[src/outgoing_bus_defines.vh]
// register map, field positions and frame geometry for the outgoing bus block
`ifndef OUTGOING_BUS_DEFINES_VH
`define OUTGOING_BUS_DEFINES_VH

// ----------------------------------------------------------------------------
// register offsets (7-bit register address)
// ----------------------------------------------------------------------------
`define ADDR_W              7
`define ADDR_CONFIG         7'h60
`define ADDR_J1_MARK        7'h61
`define ADDR_POST_J1_MARK   7'h62
`define ADDR_PRIMARY_PTR    7'h63
`define ADDR_ALTERNATE_PTR  7'h64
`define ADDR_PTR_SELECT     7'h65
`define ADDR_MODE_CONTROL   7'h66
`define ADDR_STATUS         7'h67

// ----------------------------------------------------------------------------
// field positions and masks
// ----------------------------------------------------------------------------
`define REG_W               16
`define REG_RESET           16'h0000
`define CFG_WRITE_MASK      16'hcfff
`define CFG_J1_LOCK_BIT     14
`define CFG_FP_INCL_BIT     8
`define CFG_PL_INCL_BIT     4
`define CFG_ODD_BIT         0
`define STS_MASK            16'h0fff
`define SEL_WRITE_MASK      16'h8fff
`define SEL_INSERT_EN_BIT   15
`define MODE_SONET_BIT      0
`define PTR_H1_HI           15
`define PTR_H1_LO           8
`define PTR_H2_HI           7
`define PTR_H2_LO           0
`define MODE_WRITE_MASK     16'h0001
`define WORD_W              11
`define WORD_FS_BIT         10
`define WORD_PL_BIT         9
`define WORD_V5_BIT         8
`define WORD_DATA_HI        7
`define WORD_DATA_LO        0

// ----------------------------------------------------------------------------
// frame geometry: row index 0 is the first row, groups are 12 bytes wide
// ----------------------------------------------------------------------------
`define ROW_FIRST           4'h0
`define ROW_POINTER         4'h3
`define GRP_H1              7'h00
`define GRP_H2              7'h01
`define GRP_C1              7'h02
`define GRP_J1              7'h03
`define GRP_POST_J1         7'h04

`endif

[src/outgoing_bus_overhead_parity.v]
// outgoing byte bus stage: pointer insertion, frame-pulse marks and parity
//
// Overview of operation
// - sonet mode payload bit parity per include
// - odd select one gives odd parity
// - tributary mode parity covers data, payload, v5
// - sonet parity: data plus optional payload, pulse
// - sonet mode always pulses at every c1
// - per-sts j1 mark enable pulses at j1
// - per-sts post-j1 enable pulses after j1
// - j1 located from c1 via offset lock
// - j1 marks act only in sonet mode
// - insert enable overwrites h1/h2 in sonet mode
// - per-sts select picks primary or alternate
// - primary pointer: h1 high byte, h2 low
// - alternate pointer uses same byte layout
// - lock one: after h3; zero: after c1
// - frame pulse enters sonet parity when included
//
// Local design decision: the plain strobed port.
`timescale 1ns/1ns
`default_nettype none
`include "outgoing_bus_defines.vh"

// ----------------------------------------------------------------------------
// byte fifo between the switch path and the output stage
// ----------------------------------------------------------------------------
// one entry per byte: frame start, payload and v5 travel with it,
// so back-pressure can never split a byte from its side bits
module stream_fifo #(
    parameter WIDTH = 11,
    parameter DEPTH = 32,
    parameter AW    = 5
) (
    // clock and reset
    input  wire              core_clk,
    input  wire              rst_n,
    // fill side
    input  wire              wr_valid,
    output wire              wr_ready,
    input  wire [WIDTH-1:0]  wr_data,
    // drain side
    output wire              rd_valid,
    input  wire              rd_ready,
    output wire [WIDTH-1:0]  rd_data,
    // fill level
    output wire [AW:0]       level
);
    reg  [WIDTH-1:0] mem [0:DEPTH-1];
    reg  [AW-1:0]    wr_ptr_reg;
    reg  [AW-1:0]    rd_ptr_reg;
    reg  [AW:0]      count_reg;
    wire             push;
    wire             pop;

    // a push into a full fifo is refused by wr_ready, never dropped
    // full and empty come straight from the count, so they never lie
    assign wr_ready = (count_reg != DEPTH[AW:0]);
    assign rd_valid = (count_reg != {(AW+1){1'b0}});
    assign push     = wr_valid & wr_ready;
    assign pop      = rd_valid & rd_ready;
    assign rd_data  = mem[rd_ptr_reg];
    assign level    = count_reg;

    // stale words are never read: rd_valid guards every pop
    // storage write, no reset needed on data
    always @(posedge core_clk) begin
        if (push) begin
            mem[wr_ptr_reg] <= wr_data;
        end
    end

    // limitation: a depth that is not a power of two needs its own wrap
    // pointers wrap naturally because depth is a power of two
    always @(posedge core_clk) begin
        if (!rst_n) begin
            wr_ptr_reg <= {AW{1'b0}};
            rd_ptr_reg <= {AW{1'b0}};
            count_reg  <= {(AW+1){1'b0}};
        end else begin
            if (push) begin
                wr_ptr_reg <= wr_ptr_reg + 1'b1;
            end
            if (pop) begin
                rd_ptr_reg <= rd_ptr_reg + 1'b1;
            end
            case ({push, pop})
                2'b10:   count_reg <= count_reg + 1'b1;
                2'b01:   count_reg <= count_reg - 1'b1;
                default: count_reg <= count_reg;
            endcase
        end
    end
endmodule

// ----------------------------------------------------------------------------
// top level
// ----------------------------------------------------------------------------
// the output slice decides pointer overwrite, frame pulse and parity
// from the fifo head and its frame position in the cycle it is taken;
// all five outputs load together, so parity never lags its byte
// and a far-side stall never tears a byte from its side bits
module outgoing_bus_overhead_parity #(
    parameter STS_COUNT  = 12,
    parameter FRAME_COLS = 1080,
    parameter FRAME_ROWS = 9,
    parameter FIFO_DEPTH = 32,
    parameter FIFO_AW    = 5
) (
    // clock and reset
    input  wire                 core_clk,
    input  wire                 rst_n,
    // register port
    input  wire [`ADDR_W-1:0]   reg_addr,
    input  wire [`REG_W-1:0]    reg_wr_data,
    input  wire                 reg_wr,
    input  wire                 reg_rd,
    output reg  [`REG_W-1:0]    reg_rd_data,
    // stream from the internal switch path
    input  wire                 in_valid,
    output wire                 in_ready,
    input  wire [7:0]           in_data,
    input  wire                 in_payload,
    input  wire                 in_v5,
    input  wire                 in_frame_start,
    // outgoing byte bus
    output reg                  out_valid,
    input  wire                 out_ready,
    output reg  [7:0]           outgoing_data_byte,
    output reg                  payload_indicator_out,
    output reg                  v5_indicator_out,
    output reg                  composite_frame_pulse_out,
    output reg                  outgoing_parity_out
);
    // derived limits; counters compare against these, not their widths
    localparam FIFO_W = `WORD_W;
    localparam LAST_COL = FRAME_COLS - 1;
    localparam LAST_ROW = FRAME_ROWS - 1;
    localparam LAST_STS = STS_COUNT - 1;

    // ------------------------------------------------------------------------
    // registers
    // ------------------------------------------------------------------------
    reg  [`REG_W-1:0] config_reg;
    reg  [`REG_W-1:0] j1_mark_reg;
    reg  [`REG_W-1:0] post_j1_mark_reg;
    reg  [`REG_W-1:0] primary_ptr_reg;
    reg  [`REG_W-1:0] alternate_ptr_reg;
    reg  [`REG_W-1:0] ptr_select_reg;
    reg  [`REG_W-1:0] mode_reg;
    reg  [`REG_W-1:0] rd_next;

    // col runs over the row; sts and grp split col into groups of sts
    // frame position of the next byte to leave
    reg  [10:0] col_reg;
    reg  [3:0]  row_reg;
    reg  [3:0]  sts_reg;
    reg  [6:0]  grp_reg;

    // fifo hookup
    wire [FIFO_W-1:0]  fifo_out;
    wire               fifo_valid;
    wire               take;
    wire [FIFO_AW:0]   fifo_level;

    // bit positions live in the defines header beside the register map
    // decoded control bits
    wire sonet_mode     = mode_reg[`MODE_SONET_BIT];
    wire j1_lock        = config_reg[`CFG_J1_LOCK_BIT];
    wire fp_incl        = config_reg[`CFG_FP_INCL_BIT];
    wire pl_incl        = config_reg[`CFG_PL_INCL_BIT];
    wire odd_sel        = config_reg[`CFG_ODD_BIT];
    wire insert_en      = ptr_select_reg[`SEL_INSERT_EN_BIT];

    // byte taken from the fifo and its position in the frame
    wire       b_fs   = fifo_out[`WORD_FS_BIT];
    wire       b_pl   = fifo_out[`WORD_PL_BIT];
    wire       b_v5   = fifo_out[`WORD_V5_BIT];
    wire [7:0] b_data = fifo_out[`WORD_DATA_HI:`WORD_DATA_LO];
    wire [10:0] p_col = b_fs ? 11'h000 : col_reg;
    wire [3:0]  p_row = b_fs ? 4'h0 : row_reg;
    wire [3:0]  p_sts = b_fs ? 4'h0 : sts_reg;
    wire [6:0]  p_grp = b_fs ? 7'h00 : grp_reg;

    // ------------------------------------------------------------------------
    // fifo in the data path; the output stage drains it under back-pressure
    // ------------------------------------------------------------------------
    // level is exported only for the status register
    stream_fifo #(
        .WIDTH (FIFO_W),
        .DEPTH (FIFO_DEPTH),
        .AW    (FIFO_AW)
    ) u_fifo (
        .core_clk (core_clk),
        .rst_n    (rst_n),
        .wr_valid (in_valid),
        .wr_ready (in_ready),
        .wr_data  ({in_frame_start, in_payload, in_v5, in_data}),
        .rd_valid (fifo_valid),
        .rd_ready (take),
        .rd_data  (fifo_out),
        .level    (fifo_level)
    );

    // no skid stage: in_ready depends on the fifo count, not on out_ready
    // output stage loads when empty or when downstream takes its byte
    assign take = fifo_valid & (~out_valid | out_ready);

    // ------------------------------------------------------------------------
    // overhead position decode
    // ------------------------------------------------------------------------
    // positions advance per accepted byte, not per clock, so far-side
    // stalls cannot push a mark onto the wrong byte
    // j1 row moves with the offset lock; the mark group is fixed after c1/h3
    wire [3:0] j1_row    = j1_lock ? `ROW_POINTER : `ROW_FIRST;
    wire at_c1     = (p_row == `ROW_FIRST) && (p_grp == `GRP_C1);
    wire at_j1     = (p_row == j1_row) && (p_grp == `GRP_J1);
    wire at_post   = (p_row == j1_row) && (p_grp == `GRP_POST_J1);
    wire at_h1     = (p_row == `ROW_POINTER) && (p_grp == `GRP_H1);
    wire at_h2     = (p_row == `ROW_POINTER) && (p_grp == `GRP_H2);

    // bit k of each per-sts register belongs to the k-th sts of a group
    // per-sts enables picked by the current sts index
    wire j1_en     = j1_mark_reg[p_sts];
    wire post_en   = post_j1_mark_reg[p_sts];
    wire alt_sel   = ptr_select_reg[p_sts];

    // tributary mode keeps c1 so a downstream framer can still align
    // frame pulse: c1 always, j1 marks only in sonet mode
    wire fp_next   = at_c1
                   | (sonet_mode & at_j1 & j1_en)
                   | (sonet_mode & at_post & post_en);

    // insertion reads the pointer registers live; change them away from
    // the pointer row, or an h1/h2 pair may come from two settings
    // pointer overwrite; otherwise the switch path byte goes through
    wire [7:0] h1_val = alt_sel ? alternate_ptr_reg[`PTR_H1_HI:`PTR_H1_LO]
                                : primary_ptr_reg[`PTR_H1_HI:`PTR_H1_LO];
    wire [7:0] h2_val = alt_sel ? alternate_ptr_reg[`PTR_H2_HI:`PTR_H2_LO]
                                : primary_ptr_reg[`PTR_H2_HI:`PTR_H2_LO];
    wire       do_ins = sonet_mode & insert_en;
    wire [7:0] data_next = (do_ins & at_h1) ? h1_val :
                           (do_ins & at_h2) ? h2_val : b_data;

    // odd parity is the even result inverted: one xor tree for both
    // parity over the exact values about to be driven
    wire cover_sonet = (^data_next)
                     ^ (pl_incl & b_pl)
                     ^ (fp_incl & fp_next);
    wire cover_trib  = (^data_next) ^ b_pl ^ b_v5;
    wire even_par    = sonet_mode ? cover_sonet : cover_trib;
    wire par_next    = odd_sel ? ~even_par : even_par;

    // ------------------------------------------------------------------------
    // output stage
    // ------------------------------------------------------------------------
    // a held byte keeps every output still until the far side takes it
    // every output is a flop so parity always matches the byte beside it
    always @(posedge core_clk) begin
        if (!rst_n) begin
            out_valid                 <= 1'b0;
            outgoing_data_byte        <= 8'h00;
            payload_indicator_out     <= 1'b0;
            v5_indicator_out          <= 1'b0;
            composite_frame_pulse_out <= 1'b0;
            outgoing_parity_out       <= 1'b0;
        end else if (take) begin
            out_valid                 <= 1'b1;
            outgoing_data_byte        <= data_next;
            payload_indicator_out     <= b_pl;
            v5_indicator_out          <= b_v5;
            composite_frame_pulse_out <= fp_next;
            outgoing_parity_out       <= par_next;
        end else if (out_ready) begin
            out_valid                 <= 1'b0;
        end
    end

    // ------------------------------------------------------------------------
    // frame position counters
    // ------------------------------------------------------------------------
    // limitation: with no frame start at all the counters free-run from
    // reset, so marks fall on counted positions, not on real overhead;
    // the stream source must mark the first byte of every frame
    // frame start re-aligns everything, so a slip heals on the next frame
    always @(posedge core_clk) begin
        if (!rst_n) begin
            col_reg <= 11'h000;
            row_reg <= 4'h0;
            sts_reg <= 4'h0;
            grp_reg <= 7'h00;
        end else if (take) begin
            if (p_sts == LAST_STS[3:0]) begin
                sts_reg <= 4'h0;
                grp_reg <= p_grp + 7'h01;
            end else begin
                sts_reg <= p_sts + 4'h1;
                grp_reg <= p_grp;
            end
            if (p_col == LAST_COL[10:0]) begin
                col_reg <= 11'h000;
                sts_reg <= 4'h0;
                grp_reg <= 7'h00;
                row_reg <= (p_row == LAST_ROW[3:0]) ? 4'h0 : p_row + 4'h1;
            end else begin
                col_reg <= p_col + 11'h001;
                row_reg <= p_row;
            end
        end
    end

    // ------------------------------------------------------------------------
    // register writes
    // ------------------------------------------------------------------------
    // a new setting applies from the next byte taken; a byte already in
    // the output slice keeps the settings it was built with
    // unused bits are masked on write so they read back as zero; config keeps its unused bits 15, 11-9, 7-5 and 3-1
    always @(posedge core_clk) begin
        if (!rst_n) begin
            config_reg        <= `REG_RESET;
            j1_mark_reg       <= `REG_RESET;
            post_j1_mark_reg  <= `REG_RESET;
            primary_ptr_reg   <= `REG_RESET;
            alternate_ptr_reg <= `REG_RESET;
            ptr_select_reg    <= `REG_RESET;
            mode_reg          <= `REG_RESET;
        end else if (reg_wr) begin
            case (reg_addr)
                `ADDR_CONFIG:        config_reg        <= reg_wr_data & `CFG_WRITE_MASK;
                `ADDR_J1_MARK:       j1_mark_reg       <= reg_wr_data & `STS_MASK;
                `ADDR_POST_J1_MARK:  post_j1_mark_reg  <= reg_wr_data & `STS_MASK;
                `ADDR_PRIMARY_PTR:   primary_ptr_reg   <= reg_wr_data;
                `ADDR_ALTERNATE_PTR: alternate_ptr_reg <= reg_wr_data;
                `ADDR_PTR_SELECT:    ptr_select_reg    <= reg_wr_data & `SEL_WRITE_MASK;
                `ADDR_MODE_CONTROL:  mode_reg          <= reg_wr_data & `MODE_WRITE_MASK;
                default:             mode_reg          <= mode_reg;
            endcase
        end
    end

    // ------------------------------------------------------------------------
    // register reads
    // ------------------------------------------------------------------------
    // status is read only: fifo fill level in the upper byte, row below
    // read mux; unmapped offsets answer zero
    always @* begin
        case (reg_addr)
            `ADDR_CONFIG:        rd_next = config_reg;
            `ADDR_J1_MARK:       rd_next = j1_mark_reg;
            `ADDR_POST_J1_MARK:  rd_next = post_j1_mark_reg;
            `ADDR_PRIMARY_PTR:   rd_next = primary_ptr_reg;
            `ADDR_ALTERNATE_PTR: rd_next = alternate_ptr_reg;
            `ADDR_PTR_SELECT:    rd_next = ptr_select_reg;
            `ADDR_MODE_CONTROL:  rd_next = mode_reg;
            `ADDR_STATUS:        rd_next = {2'b00, fifo_level, 4'h0, row_reg};
            default:             rd_next = `REG_RESET;
        endcase
    end

    // zero outside the answer cycle keeps a shared read bus quiet
    // read data stands only in the cycle after the strobe
    always @(posedge core_clk) begin
        if (!rst_n) begin
            reg_rd_data <= `REG_RESET;
        end else if (reg_rd) begin
            reg_rd_data <= rd_next;
        end else begin
            reg_rd_data <= `REG_RESET;
        end
    end
endmodule
`default_nettype wire

[config.mk]
export PLATFORM = sky130hd
export DESIGN_NAME = outgoing_bus_overhead_parity
export DESIGN_NICKNAME = d
export VERILOG_FILES = /design/src/outgoing_bus_overhead_parity.v
export VERILOG_INCLUDE_DIRS = /design/src
export SDC_FILE = /design/constraint.sdc
export NUM_CORES = 1
export LEC_CHECK = 0
export BUFFER_PORTS_ARGS = -buffer_cell sky130_fd_sc_hd__buf_2
export CORE_ASPECT_RATIO = 0.6
export CORE_UTILIZATION = 55
export CTS_BUF_LIST = sky130_fd_sc_hd__clkbuf_4 sky130_fd_sc_hd__clkbuf_8 sky130_fd_sc_hd__clkbuf_16
export CTS_CLUSTER_DIAMETER = 150
export DETAILED_ROUTE_END_ITERATION = 16
export PLACE_DENSITY_LB_ADDON = 0.05
export SKIP_LAST_GASP = 1
export SYNTH_ARGS = -nofsm -noshare
export SYNTH_HDL_FRONTEND = slang
export SYNTH_SLANG_ARGS = --single-unit
[constraint.sdc]
create_clock -name core_clk -period 11.31 [get_ports core_clk]
set_input_delay 1.131 -clock core_clk [delete_from_list [all_inputs] [get_ports core_clk]]
set_output_delay 1.131 -clock core_clk [all_outputs]
set_load 0.01 [all_outputs]
### Yosys cells after proc, flatten, opt, wreduce, memory -nomap -nowiden

Memory sizes are Yosys's and may differ from the RTL's. A register that Yosys moved wholly into a read port is not among the register bits.
Cells that the tools add are included.

* flip-flop bits (word level): 155
* RAM bits: 352
* bits of input ports: 40
* output and inout port bits: 30
* word-level logic and storage cells: 123
* memories kept: 1

* $add $sub $neg: 8
* order comparisons: 1
* equality and inequality tests: 20
* multiplexer cells: 32
* bitwise operators: 21
* reduce and logical (&&, ||, !) cells: 19

Memory list
* u_fifo.mem: words 32, width 11, rd ports 1, clocked after memory_dff 1, write ports 1, line outgoing_bus_overhead_parity.v:49 `reg [WIDTH-1:0] mem [0:DEPTH-1];`

Operators with widths (count)
* case mux 16 bit (8 select lines): 1
* == test 7 bit (second input constant): 8
* 2-to-1 mux 8 bit: 4
* 2-to-1 mux 4 bit: 6
* 2-to-1 mux 11 bit: 2
* 2-to-1 mux 7 bit: 3
* AND reduction 2 bit: 8
* == test 7 x 2 -> 1 bit (second input constant): 2
* bitwise AND 1 bit: 12
* binary-select mux 1 bit (select 4 bit): 3
* case mux 6 bit (2 select lines): 1
* adder 11 x 1 -> 11 bit (second input constant): 1
* == test 11 bit (second input constant): 1
* adder 5 x 1 -> 5 bit (second input constant): 2
* 2-to-1 mux 5 bit: 2
* 2-to-1 mux 1 bit: 9
* adder 4 x 1 -> 4 bit (second input constant): 2
* == test 4 bit (second input constant): 2
* XOR reduction 8 bit: 1
* adder 7 x 1 -> 7 bit (second input constant): 1
* == test 7 x 1 -> 1 bit (second input constant): 1
* == test 7 x 3 -> 1 bit (second input constant): 1
* logical NOT 7 bit: 1
* adder 6 x 1 -> 6 bit (second input constant): 1
* other kinds (15): 26

### Depth between registers and ports, before layout

* depth after elaboration: 12
* mapped depth: 24
* mapped depth without buffers: 19

### Hierarchy

From an unflattened synthesis, not the netlist that was laid out.

* cell total of the unflattened synthesis: 1665
* area total of the unflattened synthesis: 21755.9 sq um

Modules (own cells, without submodules)
* stream_fifo: instances 1, cells an instance 794, area each 14669.1 sq um, sequential area each 10990.5 sq um
* outgoing_bus_overhead_parity: instances 1, cells an instance 871, area each 7086.8 sq um, sequential area each 2782.7 sq um

### Worst setup path before layout

No wires, ideal clock.

* path type: reg-to-reg
* start point: register with a tool-made name
* end point: register outgoing_parity_out
* setup time: 0.133 ns
* data arrival time: 3.780 ns
* required time: 11.177 ns
* setup slack: 7.397 ns
* stages on the path, launching flop included: 23
* buffers on the path: 5
* clock period less this slack: 3.913 ns
* cells stage by stage: dfxtp_1 -> buf_6 -> buf_12 -> mux2i_1 -> a22oi_1 -> nand3_1 -> and4_1 -> buf_6 -> clkbuf_1 -> clkbuf_1 -> nand2_1 -> inv_1 -> ha_1 -> and3_1 -> a21boi_1 -> nand2_1 -> a211o_1 -> o211a_1 -> xor2_1 -> xnor3_1 -> xnor2_1 -> xnor2_1 -> a21oi_1

RTL lines
* to (signal assigned): line outgoing_bus_overhead_parity.v:273 `outgoing_parity_out <= par_next;`
* to (decl): line outgoing_bus_overhead_parity.v:133 `output reg outgoing_parity_out`

==> results by group <==
Status
  – Outcome: complete, no violations

Hold path
  – HP Class: flip-flop to flip-flop
  – WHS Path Cells: 2
  – Hold endpoint: outgoing_data_byte[1]
  – Hold Startpoint: outgoing_data_byte[1]

Logic synthesis
  – Syn Area/Cell: about 14 um^2
  – Synthesis Warnings: 0
  – Share of the yosys chip area belonging to registers: ~64%
  – Post-synthesis compound-gate area fraction: around 7.5%
  – Post-synth cell types: just under 70
  – Post-Synth Adder-Cell Area: around 1.1%
  – Post-synth EDFFs: around 350
  – Post-Synth Simple-Gate Area: under 10%
  – Dominant synthesized flop cell: edfxtp_1
  – Synth Area in XOR/XNOR: under 10%
  – Main combinational cell family by area after synthesis: multiplexers
  – Synthesized Nets: about 1600
  – Mapped cell area: 21420 um^2
  – #FFs+latches synth: between 500 and 600
  – Mux contribution to synthesized area: 13.89%
  – Post-Syn Instances: 1562
  – Fraction of registers with async set/reset: 0%

Clock network
  – Number of post-CTS setup repair buffers: 0
  – Depth of the CTS H-tree: 2
  – Sink Count: 512
  – Total CTS buffers: 46
  – Clock Path Buffers: 3
  – CTS root buffer: clkbuf_16
  – CTS tree: yes
  – Clock slew at reported path FFs: around 0.07 ns
  – Clk Latency, worst-skew pair: about 0.58 ns
  – CTS resizes: 0
  – CTS Hold Bufs: 0

Timing
  – Period minus WS final: about 5.4 ns
  – Final Worst Setup Slack: slightly below 6 ns
  – Fin Setup TNS: 0 ns
  – Worst-Margin Slew: roughly 1.2 ns
  – Hold Vio Cnt, Final: 0
  – Final Setup Violations: 0
  – Fmax achieved: ~190 MHz
  – Max-slew violations: 0
  – Period utilization: 47.71%
  – Clock Skews: about 0.018 ns
  – Slew headroom: between 10% and 20%
  – RSZ-0062 raised after global routing: no
  – Hold slack: 0.4534 ns

Cells and area
  – Largest Register: u_fifo.mem
  – Share of layout cells above drive strength 1: between 10% and 20%
  – Max FFs per register: between 300 and 400
  – Fin util: between 60% and 70%
  – Final antenna diode count: 0
  – Area Overhead vs Synth: 11.47%
  – Design Area, Final: between 20000 and 25000 um^2
  – Final nets: around 1700

Job
  – Max-cap violations: 0

Place
  – IO Port Bufs: 69
  – Setup WS pre-CTS: 5.976 ns
  – Final HPWL DP: roughly 38000 um
  – RD Place Congestion: approximately 0.95
  – Placed inst area: between 20000 and 25000 um^2

Floorplan
  – Initial core utilization: a little under three fifths
  – Rows: between 50 and 60
  – IO Pins: 70
  – DIE AREA: ~40000 um^2
  – Die X: between 200 and 300 um
  – Die Y: around 150 um
  – Core Area: approximately 38000 um^2

Detailed routing
  – Vias per Instance: 6.288
  – Wire per inst: 26.36 um
  – Post-route ant nets: 0
  – Wirelength, routed: between 50000 and 60000 um
  – DRT Pass-1 Iters: 5
  – Initial DRC Count: roughly 1600
  – Routed vias: approximately 14000
  – DRC viols: 0

Worst setup path
  – CP max FO: 60
  – Critical path required time: roughly 12 ns
  – Worst setup EP type: flip-flop
  – R2R cell count: 19
  – Crit Path Class: flip-flop to flip-flop
  – Crit path DAT: 5.83 ns
  – CP Launch Type: flip-flop
  – Flop2flop setup slack: 5.91 ns
  – Reg2reg end: outgoing_parity_out

Global route
  – Largest net degree at the start of global routing: a little under 80
  – First-pass GRT wire length: about 84000 um
  – Initial antenna violation count: 1
  – Vias in the first global route: 12604
  – Overall routing resource usage: 29.14%
  – Total grt overflow: 0

Pwr
  – Power Density: 214.0 nW/um^2
  – Peak supply drop: between 0.00015 and 0.0002 V
  – Static leakage: 7.866 nW
==> area by class of cell <==
type,count,area [um^2]
clock buffer,55,1242
clock inverter,30,347.8
fill,2858,14180
inverter,20,76.32
multi-input combinational,937,7157
sequential,512,13780
tap,513,641.9
timing repair buffer,107,630.6
==> metal layers <==
| metal | global-route usage (%) | routed length (um) | up-vias |
|---|---|---|---|
| met5 | 0 | 0 | - |
| met4 | 4.819 | 756 | 0 |
| met2 | 35.92 | 21920 | 686 |
| met1 | 50.51 | 27970 | 6928 |
| met3 | 7.576 | 6663 | 69 |
| li1 | - | - | 5987 |
==> critical path, cell delays in order (launching register included) <==
cell,delay (ns)
dfxtp_4,0.70
buf_4,0.82
mux2i_1,0.29
a22oi_1,0.11
nand3_1,0.12
and4_1,0.21
buf_4,0.35
nand2_1,0.13
inv_1,0.08
ha_1,0.22
and3_1,0.19
a21boi_1,0.31
nand2_1,0.19
a211o_1,0.26
o211a_1,0.14
xor2_1,0.26
xnor3_1,0.37
xnor2_1,0.18
xnor2_1,0.14
a21oi_1,0.08
==> metrics by stage <==
step	cells	total power, mW
2_1_floorplan	1562	3.086
3_3_place_gp	2089	3.460
3_5_place_dp	2089	3.482
4_1_cts	2174	5.122
5_1_grt	2174	5.304
6_report	2174	5.109
==> power by group <==
group,switching [mW],leakage (nW),internal (mW)
Clock,0.711,0.773,0.950
Combinational,0.764,2.63,0.537
Sequential,0.0841,4.47,2.06
Total,1.56,7.87,3.55
==> synthesized netlist by cell type, drive strengths merged, types with 7 or more instances <==
master  count  area share (%)
a21boi     28            0.98
and2       14            0.41
nand2     249             4.4
a22oi      25            0.88
buf        22            0.74
clkbuf     71             1.2
nor2b      10            0.33
nand2b      8            0.23
a221oi      8            0.36
o21ai      26            0.61
nor2      116             2.1
dfxtp     160              15
mux2i      43             2.0
mux4      108              11
a32oi       8            0.33
inv        20            0.35
mux2       10            0.53
xnor2       8            0.36
nor3b       7            0.25
a21oi     125             3.0
nand3      23            0.54
ha         18             1.1
and3       13            0.38
edfxtp    352              49
nor3        9            0.21
xor2       11            0.45
==> cells by family (layout without fill, tap and decap cells) <==
kind of cell,Yosys count,after routing
and+or+nand+nor,479,479
DFF,512,512
adders and majority gates,19,19
xor gates and xnor gates,21,21
buffers and inverters,113,212
muxes,161,161
AOI/OAI and AO/OA,257,257
==> placed cells by master, fill, tap and decap left out, types with 9 or more instances in the layout <==
cell / netlist / final
edfxtp_1: 352 / 352
nand2_1: 249 / 249
dfxtp_1: 160 / 157
a21oi_1: 124 / 124
nor2_1: 115 / 115
mux4_2: 108 / 108
buf_2: 9 / 69
clkbuf_16: 0 / 47
mux2i_1: 43 / 43
buf_4: 5 / 38
a21boi_0: 26 / 26
a22oi_1: 25 / 25
o21ai_0: 25 / 24
nand3_1: 23 / 23
inv_1: 19 / 19
ha_1: 18 / 18
and3_1: 13 / 13
and2_1: 12 / 12
xor2_1: 11 / 11
nor2b_1: 9 / 9
==> worst max path at each step <==
stage / start / to / slack [ns] / cells after the start
after CTS: flip-flop / outgoing_parity_out / 5.97 / 19
after global routing: flip-flop / outgoing_parity_out / 5.49 / 19
final: flip-flop / outgoing_parity_out / 5.91 / 19
after global placement: flip-flop / outgoing_parity_out / 6.08 / 19
after detailed placement: flip-flop / outgoing_parity_out / 5.98 / 19
after floorplan: flip-flop / outgoing_parity_out / 7.40 / 22
No activity file was read; power rests on OpenSTA's default activity.
